--- config.mk ---
export PLATFORM = sky130hd
export DESIGN_NAME = rcsg_core
export DESIGN_NICKNAME = d
export VERILOG_FILES = /design/src/rtl/rcsg_pkg.sv /design/src/rtl/rcsg_core.sv
export VERILOG_INCLUDE_DIRS = /design/src /design/src/rtl
export SDC_FILE = /design/constraint.sdc
export NUM_CORES = 1
export LEC_CHECK = 0
export ABC_AREA = 1
export BUFFER_PORTS_ARGS = -buffer_cell sky130_fd_sc_hd__buf_2
export CAP_MARGIN = 10
export CORE_MARGIN = 2
export CORE_UTILIZATION = 45
export DETAILED_ROUTE_END_ITERATION = 16
export PLACE_DENSITY = 0.83
export SKIP_CTS_REPAIR_TIMING = 1
export SLEW_MARGIN = 10
export SYNTH_ARGS = -nofsm -noshare
export SYNTH_HDL_FRONTEND = slang
export SYNTH_SLANG_ARGS = --single-unit
--- constraint.sdc ---
create_clock -name clk_i -period 1.8 [get_ports clk_i]
set_input_delay 0.54 -clock clk_i [delete_from_list [all_inputs] [get_ports clk_i]]
set_output_delay 0.54 -clock clk_i [all_outputs]
set_load 0.02 [all_outputs]
--- src/rtl/rcsg_regs.svh ---
// timing counts and reset values for the reset and clock switch guard
`ifndef RCSG_REGS_SVH
`define RCSG_REGS_SVH
`define RCSG_CLK_PERIOD_NS     100
`define RCSG_MAL_RST_FC        24
`define RCSG_MAL_RST_CYC       (`RCSG_MAL_RST_FC)
`define RCSG_EXT_RST_FC        12
`define RCSG_EXT_RST_CYC       (`RCSG_EXT_RST_FC)
`define RCSG_SYNC_CYC          4
`define RCSG_RESET_VECTOR_HI   16'hffff
`define RCSG_RESET_VECTOR_LO   16'hfffe
`define RCSG_XEN_BIT           7
`define RCSG_XTEN_BIT          6
`define RCSG_SYSCK_BIT         5
`define RCSG_SYSCTL_RST        8'hc0
`define RCSG_SFR_BASE          16'h0000
`define RCSG_SFR_TOP           16'h003f
`define RCSG_DBR_BASE          16'h0f80
`define RCSG_DBR_TOP           16'h0fff
`define RCSG_RAM_BASE          16'h0040
`define RCSG_RAM_TOP           16'h023f
`endif

--- src/rtl/rcsg_pkg.sv ---
// types for the reset and clock switch guard
package rcsg_pkg;
	// clock mode states, one-hot
	typedef enum logic [2:0] {
		RCSG_FAST = 3'h1,  // fast clock drives the cpu
		RCSG_SYNC = 3'h2,  // select cleared, still on slow clock until aligned
		RCSG_SLOW = 3'h4   // slow clock drives the cpu
	} rcsg_mode_e;
	// whole block state
	typedef struct packed {
		logic [1:0]  pin_sync;   // reset pin synchroniser
		logic [4:0]  mal_cnt;    // malfunction reset pulse counter
		logic        mal_act;    // malfunction reset pulse running
		logic [7:0]  sysctl;     // system_control_two image
		rcsg_mode_e  mode;       // clock mode
		logic [2:0]  sync_cnt;   // clock alignment wait
		logic        int_rst;    // merged internal reset
		logic        trap_int;   // trap interrupt request pulse
	} rcsg_state_s;
endpackage

--- src/rtl/rcsg_core.sv ---
// reset merger, malfunction reset pulse and clock switch guard
//
// Contract
// RULE1 - four sources: pin, trap, watchdog, clock
// RULE2 - malfunction reset drives pin low 24 cycles
// RULE3 - no power-on clear; spurious pulse possible; here rst_n_i zeroes the pulse counter and flag
// RULE4 - reset clears interrupt enables and latches
// RULE5 - reset clears prescaler, leaves watchdog enabled
// RULE6 - outside holds pin low twelve fast cycles
// RULE7 - after release, start at top vector
// RULE8 - fetch from sfr, dbr, ram traps
// RULE9 - trap response and areas are selectable
// RULE10 - illegal oscillator disable raises clock reset
// RULE11 - oscillators keep running after offending write
// RULE12 - slow switch: set select, then clear fast
// RULE13 - warm slow oscillator with timer pair first
// RULE14 - fast return: enable, warm up, clear select
// RULE15 - stay on slow clock until clocks aligned
// RULE16 - pin low ends slow; start fast single
// RULE17 - merged reset released synchronously to clock
`timescale 1ns/1ps
`include "rcsg_regs.svh"
module rcsg_core
	import rcsg_pkg::*;
(
	// clock and reset
	input  wire logic        clk_i,
	input  wire logic        rst_n_i,
	// reset pin, open drain
	input  wire logic        reset_pin_i,
	output logic             reset_pin_o,
	output logic             reset_pin_oe_o,
	// other malfunction sources
	input  wire logic        wdt_reset_req_i,
	// instruction fetch watch
	input  wire logic        fetch_i,
	input  wire logic [15:0] fetch_addr_i,
	input  wire logic        ram_trap_select_i,
	input  wire logic        trap_to_reset_i,
	input  wire logic        trap_area_sfr_i,
	input  wire logic        trap_area_dbr_i,
	// system_control_two write port
	input  wire logic        sysctl_we_i,
	input  wire logic [7:0]  sysctl_wdata_i,
	output logic [7:0]       system_control_two_o,
	// results
	output logic             int_reset_o,
	output logic             trap_int_o,
	output logic             fast_osc_en_o,
	output logic             slow_osc_en_o,
	output logic             cpu_on_slow_o,
	output logic             clear_int_state_o,
	output logic             clear_prescaler_o,
	output logic             watchdog_enable_o,
	output logic [15:0]      reset_vector_addr_o
);
	rcsg_state_s st;       // registered state
	rcsg_state_s next_st;  // next state
	logic        pin_low;  // synchronised pin level low
	logic        trap_hit; // fetch hits a trapped area
	logic        clk_rst;  // illegal oscillator write
	logic        mal_req;  // any malfunction request
	logic        xen_clr;  // write clears fast enable
	logic        xten_clr; // write clears slow enable

	// the pin reads back our own drive too, so a malfunction pulse
	// also shows up as pin_low and stretches the merged reset
	assign pin_low = ~st.pin_sync[1];

	// trap decode; areas individually selectable
	// each area has its own enable so software can narrow the
	// trapped space, e.g. while it runs code copied into ram.
	// the decode is purely combinational on the fetch strobe; the
	// response (reset or interrupt) is chosen further down.
	// a fetch that hits no enabled area is simply ignored here
	always_comb begin
		trap_hit = 1'b0;
		if (fetch_i) begin
			if (trap_area_sfr_i && fetch_addr_i >= `RCSG_SFR_BASE
			    && fetch_addr_i <= `RCSG_SFR_TOP) begin
				trap_hit = 1'b1; // RULE8 RULE9
			end
			if (trap_area_dbr_i && fetch_addr_i >= `RCSG_DBR_BASE
			    && fetch_addr_i <= `RCSG_DBR_TOP) begin
				trap_hit = 1'b1; // RULE8 RULE9
			end
			if (ram_trap_select_i && fetch_addr_i >= `RCSG_RAM_BASE
			    && fetch_addr_i <= `RCSG_RAM_TOP) begin
				trap_hit = 1'b1; // RULE8
			end
		end
	end

	// illegal disable detection against current select bit
	// a write that would stop the oscillator named by the current select bit is
	// turned into a clock reset instead of being stored; this is
	// the only guard against software dead-locking the clock tree.
	// clearing both enables traps even when they were already off
	always_comb begin
		xen_clr  = sysctl_we_i && st.sysctl[`RCSG_XEN_BIT] && !sysctl_wdata_i[`RCSG_XEN_BIT];
		xten_clr = sysctl_we_i && st.sysctl[`RCSG_XTEN_BIT]
		           && !sysctl_wdata_i[`RCSG_XTEN_BIT];
		clk_rst  = sysctl_we_i && (
		           (!sysctl_wdata_i[`RCSG_XEN_BIT] && !sysctl_wdata_i[`RCSG_XTEN_BIT])
		           || (xen_clr && !st.sysctl[`RCSG_SYSCK_BIT])
		           || (xten_clr && st.sysctl[`RCSG_SYSCK_BIT])); // RULE10
		mal_req  = wdt_reset_req_i || clk_rst || (trap_hit && trap_to_reset_i); // RULE1
	end

	// next state
	// everything the block remembers lives in one struct, so the
	// whole update is written here and registered in one place.
	// the malfunction counter ignores new requests while it runs:
	// a second source during the pulse only keeps reset asserted,
	// it never lengthens the pin drive beyond its fixed length.
	// internal reset has the last word over mode and register
	always_comb begin
		next_st = st;
		next_st.pin_sync = {st.pin_sync[0], reset_pin_i};
		next_st.trap_int = trap_hit && !trap_to_reset_i; // RULE9
		// malfunction pulse: fixed length counter
		if (mal_req && !st.mal_act) begin
			next_st.mal_act = 1'b1; // RULE2
			next_st.mal_cnt = 5'(`RCSG_MAL_RST_CYC - 1);
		end else if (st.mal_act) begin
			if (st.mal_cnt == 5'h00) begin
				next_st.mal_act = 1'b0;
			end else begin
				next_st.mal_cnt = st.mal_cnt - 5'h01; // RULE2
			end
		end
		// merged reset, released on a clock edge only
		next_st.int_rst = pin_low || st.mal_act || mal_req; // RULE17 RULE1
		// register write, offending write keeps oscillators on
		if (sysctl_we_i) begin
			if (clk_rst) begin
				next_st.sysctl = st.sysctl; // RULE11
			end else begin
				next_st.sysctl = sysctl_wdata_i;
			end
		end
		// clock mode tracking
		unique case (st.mode)
			RCSG_FAST: begin
				if (next_st.sysctl[`RCSG_SYSCK_BIT]) begin
					next_st.mode = RCSG_SLOW; // RULE12
				end
			end
			RCSG_SLOW: begin
				if (!next_st.sysctl[`RCSG_SYSCK_BIT]) begin
					next_st.mode     = RCSG_SYNC; // RULE15
					next_st.sync_cnt = 3'(`RCSG_SYNC_CYC - 1);
				end
			end
			RCSG_SYNC: begin
				if (next_st.sysctl[`RCSG_SYSCK_BIT]) begin
					next_st.mode = RCSG_SLOW;
				end else if (st.sync_cnt == 3'h0) begin
					next_st.mode = RCSG_FAST; // RULE15
				end else begin
					next_st.sync_cnt = st.sync_cnt - 3'h1;
				end
			end
		endcase
		// internal reset ends slow mode, restarts in fast single mode
		if (st.int_rst) begin
			next_st.mode   = RCSG_FAST; // RULE16
			next_st.sysctl = `RCSG_SYSCTL_RST;
		end
	end

	// state register; only constants are loaded in the reset branch
	// the merged reset comes up asserted so the cpu starts held,
	// and the pin synchroniser starts at the idle high level
	// state register; constants only at reset.  RULE3: the pulse
	// counter is not primed, real silicon may glitch; here it is zero
	always_ff @(posedge clk_i or negedge rst_n_i) begin
		if (!rst_n_i) begin
			st          <= '0;
			st.pin_sync <= 2'h3;
			st.sysctl   <= `RCSG_SYSCTL_RST;
			st.mode     <= RCSG_FAST;
			st.int_rst  <= 1'b1;
		end else begin
			st <= next_st;
		end
	end

	// outputs
	// the pin is open drain: data is always low, the enable decides.
	// the clear strobes follow the merged reset so the interrupt
	// controller and the prescaler see exactly the cpu reset window.
	// the watchdog stays enabled through and after every reset
	assign reset_pin_o          = 1'b0;
	assign reset_pin_oe_o       = st.mal_act; // RULE2
	assign int_reset_o          = st.int_rst;
	assign trap_int_o           = st.trap_int;
	assign system_control_two_o = st.sysctl;
	assign fast_osc_en_o        = st.sysctl[`RCSG_XEN_BIT];
	assign slow_osc_en_o        = st.sysctl[`RCSG_XTEN_BIT];
	assign cpu_on_slow_o        = (st.mode != RCSG_FAST); // RULE15
	assign clear_int_state_o    = st.int_rst; // RULE4
	assign clear_prescaler_o    = st.int_rst; // RULE5
	assign watchdog_enable_o    = 1'b1;       // RULE5
	assign reset_vector_addr_o  = `RCSG_RESET_VECTOR_LO; // RULE7

	// checks
	// all properties run on the one clock and sleep during rst_n_i

	// pin drive must last at least eight cycles once started
	a_mal_pulse_len: assert property (@(posedge clk_i) disable iff (!rst_n_i)
		$rose(reset_pin_oe_o) |-> reset_pin_oe_o [*8]) // RULE2
		else $error("malfunction pulse too short");
	// and must end near its fixed length
	a_mal_pulse_end: assert property (@(posedge clk_i) disable iff (!rst_n_i)
		$rose(st.mal_act) |-> ##[20:26] !st.mal_act) // RULE2
		else $error("malfunction pulse too long");
	// an illegal oscillator write starts the pulse
	a_clk_reset_raise: assert property (@(posedge clk_i) disable iff (!rst_n_i)
		clk_rst && !st.mal_act |=> reset_pin_oe_o && int_reset_o) // RULE10
		else $error("clock reset not raised");
	// the offending write is not stored
	a_osc_kept_on: assert property (@(posedge clk_i) disable iff (!rst_n_i)
		clk_rst && !st.int_rst |=> system_control_two_o == $past(st.sysctl)) // RULE11
		else $error("oscillator stopped by bad write");
	// trap configured for reset gives reset
	a_trap_reset: assert property (@(posedge clk_i) disable iff (!rst_n_i)
		trap_hit && trap_to_reset_i |=> int_reset_o) // RULE8
		else $error("trap did not reset");
	// trap configured for interrupt gives the pulse
	a_trap_irq: assert property (@(posedge clk_i) disable iff (!rst_n_i)
		trap_hit && !trap_to_reset_i |=> trap_int_o) // RULE9
		else $error("trap interrupt missing");
	// reset always returns the cpu to the fast clock
	a_reset_fast: assert property (@(posedge clk_i) disable iff (!rst_n_i)
		int_reset_o |=> !cpu_on_slow_o) // RULE16
		else $error("reset left slow mode");
	// alignment wait keeps the slow clock for four cycles
	a_sync_wait: assert property (@(posedge clk_i) disable iff (!rst_n_i)
		$rose(st.mode == RCSG_SYNC) |-> cpu_on_slow_o [*4]) // RULE15
		else $error("left slow clock too early");
	// watchdog request reaches the merged reset
	a_wdt_reset: assert property (@(posedge clk_i) disable iff (!rst_n_i)
		wdt_reset_req_i |=> int_reset_o) // RULE1
		else $error("watchdog reset lost");
	// a low pin keeps the merged reset asserted
	a_pin_release: assert property (@(posedge clk_i) disable iff (!rst_n_i)
		pin_low |=> int_reset_o) // RULE17
		else $error("pin low not merged");

	// open drain data never drives high
	a_pin_data_low: assert property (@(posedge clk_i) disable iff (!rst_n_i)
		reset_pin_o == 1'b0) // RULE2
		else $error("reset pin driven high");
	// pin drive is always inside the internal reset window
	a_oe_in_reset: assert property (@(posedge clk_i) disable iff (!rst_n_i)
		reset_pin_oe_o |-> int_reset_o) // RULE2
		else $error("pin driven outside reset");
	// a running pulse is not cut short
	a_mal_no_cut: assert property (@(posedge clk_i) disable iff (!rst_n_i)
		st.mal_act && st.mal_cnt != 5'h00 |=> st.mal_act) // RULE2
		else $error("malfunction pulse cut");
	// interrupt state clear follows the merged reset
	a_clear_int: assert property (@(posedge clk_i) disable iff (!rst_n_i)
		clear_int_state_o == int_reset_o) // RULE4
		else $error("interrupt clear mismatch");
	// prescaler clear follows the merged reset
	a_clear_presc: assert property (@(posedge clk_i) disable iff (!rst_n_i)
		clear_prescaler_o == int_reset_o) // RULE5
		else $error("prescaler clear mismatch");
	// watchdog stays enabled
	a_wdt_enabled: assert property (@(posedge clk_i) disable iff (!rst_n_i)
		watchdog_enable_o) // RULE5
		else $error("watchdog disabled");
	// start address is the top vector
	a_vector_addr: assert property (@(posedge clk_i) disable iff (!rst_n_i)
		reset_vector_addr_o == `RCSG_RESET_VECTOR_LO) // RULE7
		else $error("wrong reset vector");
	// reset reloads the control register
	a_sysctl_reset: assert property (@(posedge clk_i) disable iff (!rst_n_i)
		int_reset_o |=> system_control_two_o == `RCSG_SYSCTL_RST) // RULE16
		else $error("control not reloaded by reset");
	// mode register stays one-hot
	a_mode_onehot: assert property (@(posedge clk_i) disable iff (!rst_n_i)
		$onehot(st.mode)) // RULE15
		else $error("clock mode not one-hot");
	// leaving the slow clock other than by reset goes through the alignment wait
	a_fall_sync: assert property (@(posedge clk_i) disable iff (!rst_n_i)
		$fell(cpu_on_slow_o) && !$past(st.int_rst) |-> $past(st.mode == RCSG_SYNC)) // RULE15
		else $error("slow clock left without alignment");
	// all areas off means no trap at all
	a_trap_masked: assert property (@(posedge clk_i) disable iff (!rst_n_i)
		!trap_area_sfr_i && !trap_area_dbr_i && !ram_trap_select_i |-> !trap_hit) // RULE9
		else $error("trap from disabled area");
	// clearing both enables is always a clock reset
	a_both_off: assert property (@(posedge clk_i) disable iff (!rst_n_i)
		sysctl_we_i && sysctl_wdata_i[7:6] == 2'b00 |-> clk_rst) // RULE10
		else $error("both oscillators off accepted");
	// at least one oscillator survives a clock reset
	a_osc_survive: assert property (@(posedge clk_i) disable iff (!rst_n_i)
		clk_rst |=> fast_osc_en_o || slow_osc_en_o) // RULE11
		else $error("all oscillators stopped");
	// with no source left the merged reset drops on the next edge
	a_rst_release: assert property (@(posedge clk_i) disable iff (!rst_n_i)
		!pin_low && !st.mal_act && !mal_req |=> !int_reset_o) // RULE17
		else $error("merged reset stuck");
endmodule

# == Yosys cells after proc, flatten, opt, wreduce, memory -nomap -nowiden ==
# Cells that the tools add are included.
# op_classes
n_addsub,2
mul,0
div_mod_pow,0
order_cmp,6
eq_ne,12
shift,0
n_mux,19
n_bitwise,1
reduce_logical,37
# op_table
op,count
2-to-1 mux 6 bit,3
logical AND 1 bit,17
">= comparator 16 x 1 -> 1 bit, second input constant",1
">= comparator 16 x 12 -> 1 bit, second input constant",1
">= comparator 16 x 7 -> 1 bit, second input constant",1
"less-or-equal comparator 16 x 10 -> 1 bit, second input constant",1
"less-or-equal comparator 16 x 12 -> 1 bit, second input constant",1
"less-or-equal comparator 16 x 6 -> 1 bit, second input constant",1
2-to-1 mux 8 bit,2
2-to-1 mux 3 bit,5
2-to-1 mux 11 bit,1
"inequality test 2 bit, second input constant",5
case mux 3 bit (3 select lines),1
logical OR 1 bit,6
"inequality test 3 bit, second input constant",2
case mux 3 bit (2 select lines),1
nonzero test 2 bit,3
zero test 1 bit,5
zero test 5 bit,1
2-to-1 mux 1 bit,5
2-to-1 mux 5 bit,1
"subtractor 5 x 1 -> 5 bit, second input constant",1
"inequality test 4 bit, second input constant",1
AND reduction 2 bit,2
9 further kinds,9
# word_totals
ff_bits,24
latch_bits,0
ramBits,0
mem_bits_ro,0
wordCells,86
mem_count,0

# == Longest topological paths before layout ==
# depth
ltp_word,12
mapped_depth,12
ltp_nobuf,12

# == Worst setup path after synthesis ==
# Ideal clock, no wire load.
# synth_timing
path_kind,register to register
start,register st (netlist bit system_control_two_o[7])
end,register st[20] in the netlist's numbering
arrival_ns,1.342
t_required_ns,1.683
slack_ns,0.341
stages_incl_launch_ff,9
period_less_slack_ns,1.459
cell_sequence,dfstp_2 > inv_1 > o21ai_2 > a31o_2 > clkinv_1 > nand2_2 > nand2_4 > nand3_1 > nand2_1
# synth_via
elab_chain_len,11
elab_cells_between_ends,13
# synth_lines
element,line,source
from (decl),rcsg_core.sv:57,rcsg_state_s st;
from (signal assigned),rcsg_core.sv:185,st <= next_st;
logical AND 1 bit * (2 in a row),rcsg_core.sv:100,xen_clr = sysctl_we_i && st.sysctl[`RCSG_XEN_BIT] && !sysctl_wdata_i[`RCSG_XEN_BIT];
logical AND 1 bit *,rcsg_core.sv:105,|| (xen_clr && !st.sysctl[`RCSG_SYSCK_BIT])
logical OR 1 bit * (2 in a row),rcsg_core.sv:104,(!sysctl_wdata_i[`RCSG_XEN_BIT] && !sysctl_wdata_i[`RCSG_XTEN_BIT])
logical AND 1 bit *,rcsg_core.sv:103,clk_rst = sysctl_we_i && (
logical OR 1 bit * (2 in a row),rcsg_core.sv:107,mal_req = wdt_reset_req_i || clk_rst || (trap_hit && trap_to_reset_i);
logical AND 1 bit *,rcsg_core.sv:122,if (mal_req && !st.mal_act) begin
inequality test 2 bit (no source line) / nonzero test 2 bit (equally long branches),n/a,
AND reduction 2 bit (no source line),n/a,
# Every way passes the cells marked *; elsewhere a longest branch is shown, timed or not.
# A chain may end at the register's enable or synchronous reset.

# == Worst setup path in the final report ==
# layout_timing
start,register st[5] in the netlist's numbering
end,output cpu_on_slow_o
# layout_via
elab_chain_len,1
# layout_lines
element,line,source
inequality test 3 x 1 -> 1 bit,rcsg_core.sv:201,assign cpu_on_slow_o = (st.mode != RCSG_FAST);
to (decl),rcsg_core.sv:51,"output logic cpu_on_slow_o,"
# No other way between the ends.

==> out/results.ini <==
[drt]
drc_errors = 0
routedWlPerCell_um = 9.58
drt-initial-drc-count = 94
num_vias = 1156
wl_um = 2480
viasPerCell = 4.46
antenna_left = 0
first_pass_iters = 4

[clock_tree]
clk_latency_ns = 0.32
cts.htree.levels = 1
cts_tree = built
cts.sinks = 24
numCtsBuffers = 3
cts_buffer_depth = 2
root_buffer = clkbuf_4
cts.clk_slew.worst_paths_ns = 0.14

[worst_setup_path]
cp_slowest_stage_delay_ns = 0.61
worstPathArrival_ns = 1.17
critPathRequiredTime_ns = 1.26
criticalPathCategory = flip-flop to output port
path_cells = nand3_2, buf_4
end_kind = output port
startpoint_type = flip-flop
worstPathMaxFanout = 4
crit_slowest_cell = dfstp_2

[global_routing]
grt_use_met2_pct = 27.4
gr-max-usage-layer = met2
track_usage_pct = 14.2
globalRouteMet3Util_pct = 3.78
grt_max_degree = 25
antenna_found_initial = 0
met1_usage_pct = 15.3
grt_remaining_overflow = 0
grt_pass1_wl_um = 4080
first_global_vias = 1072

[sta]
skew_ns = 0.0199
fin_crit_sh_pct = 95.3
slew_viol_final = 0
hold_violations = 0
fmax_mhz = 583
setup_tns_ns = 0
setup_viol_count_final = 0
rsz0062_at_grt = false
whs_ns = 0.178
worst_slew_pin_slew_ns = 0.525
period_needed_ns = 1.71
relSlewSlack_pct = 65.0

[logic_synthesis]
synth_area_um2 = 1490
synth_async_sr_flop_share_pct = 100
synth-seq-cells = 24
synth-main-ff-cell = dfrtp_1
synth_warnings = 0
synth-seq-area-share_pct = 40.7
synth_cells = 178
synth.distinct_cells = 31
synth_edf_count = 0
avgSynthCellArea_um2 = 8.39

[floorplan]
ioPinCount = 68
rows = 20
die-area_um2 = 3800
die_h_um = 61.6
die_w_um = 61.6
coreArea_um2 = 3100
floorplan.initialDensity_pct = 48.1

[pwr]
leakage_nw = 0.896
ir_drop_v = 0.000543
powerDensity_nw_per_um2 = 936

[place]
place_area_um2 = 1620
port_buffers = 43
hpwl_um = 2020
gp_congestion = 0.759

[cells_and_area]
antenna_cells = 0
layout_commonest_cell = buf_2
post-route-cell-area_um2 = 1690
layout_common_cells = buf_2, nand2_1, inv_1, conb_1, dfrtp_1
area_growth_pct = 13.1
drive_above_1_share_pct = 35.3
fin_util_pct = 54.4
fillCellCount = 312
nNetsFinal = 254

[hold_path]
hp-class = primary input to asynchronous set/reset pin

[status]
status = finished clean

[run]
maxCapViolations = 0

registers in the layout, summed over array words and instances, names as in the netlist:
signal,flops
reset_pin_oe_o,1
clear_int_state_o,1
trap_int_o,1
st,12
system_control_two_o,8
next_st,1
cell type report:
class	instances	area, um2	area share (%)
Clock inverter	1	30.0	1.78
Multi-Input combinational cell	118	651	38.5
Tap cell	44	55.1	3.26
Sequential cell	24	608	36.0
Inverter	24	90.1	5.33
Timing Repair Buffer	45	233	13.8
Clock buffer	3	22.5	1.33
Yosys cell counts, types with 2 or more instances:
master | n | share of area [%]
a21oi_1 | 7 | 2.3
a22o_1 | 5 | 2.9
buf_4 | 28 | 14
conb_1 | 2 | 0.50
dfrtp_1 | 18 | 30
dfstp_2 | 6 | 11
ha_1 | 4 | 3.4
inv_1 | 20 | 5.0
inv_2 | 3 | 0.75
nand2_1 | 29 | 7.3
nand2_2 | 4 | 1.7
nand2_4 | 2 | 1.5
nand3_1 | 12 | 4.0
nand4_1 | 2 | 0.84
nor2_1 | 13 | 3.3
nor2_2 | 2 | 0.84
nor3_1 | 2 | 0.67
o21ai_0 | 3 | 1.0
o21ai_1 | 2 | 0.67
o21ai_2 | 3 | 1.8
path summary, 6_finish.rpt:
check,slack (ns),start,cells past startpoint,to
hold reg to reg,0.36,next_st[23],0,st[23]
min in group clk_i,0.32,reset_pin_i,1,next_st[23]
setup reg to reg,0.25,system_control_two_o[7],8,st[4]
max in group asynchronous,1.24,rst_n_i,1,clear_int_state_o
hold / removal,0.18,rst_n_i,1,trap_int_o
setup / recovery,0.09,st[5],2,cpu_on_slow_o
cell families (layout without fill, tap and decap cells):
kind of cell    count (synthesis)  in the layout  share of synthesized area [%]
flops                          24             24                           40.7
fa+ha+maj                       4              4                           3.35
buf+inv                        52             73                           20.1
other cells                     2             18                          0.503
compound gates                 26             26                           12.7
xor+xnor                        1              1                          0.586
simple gates                   69             69                           22.0
per-stage QoR:
stage	setup WS (ns)	instances	total power, mW
after global routing	0.0235	259	1.70
after floorplan	0.341	194	1.09
after global placement	0.149	254	1.18
after CTS	0.00477	258	1.59
final	0.0853	259	1.58
after detailed placement	0.121	254	1.20
critical path, delay by kind of cell, from the launching register on:
family | cells | cell delay [ns]
simple gates | 1 | 0.08
buf+inv | 1 | 0.16
flops | 1 | 0.61
power by group:
| group | internal, mW | switching, mW | total, mW |
|---|---|---|---|
| logic | 0.197 | 0.309 | 0.507 |
| registers | 0.627 | 0.0647 | 0.692 |
| clock network | 0.225 | 0.157 | 0.382 |
| total | 1.05 | 0.531 | 1.58 |
per-layer routing:
metal / wire length, um / up-vias
li1: - / 601
met1: 1090 / 521
met2: 1240 / 32
met3: 146 / 2
met4: 13 / 0
met5: 0 / -
Power figures use the tool's default switching activity.
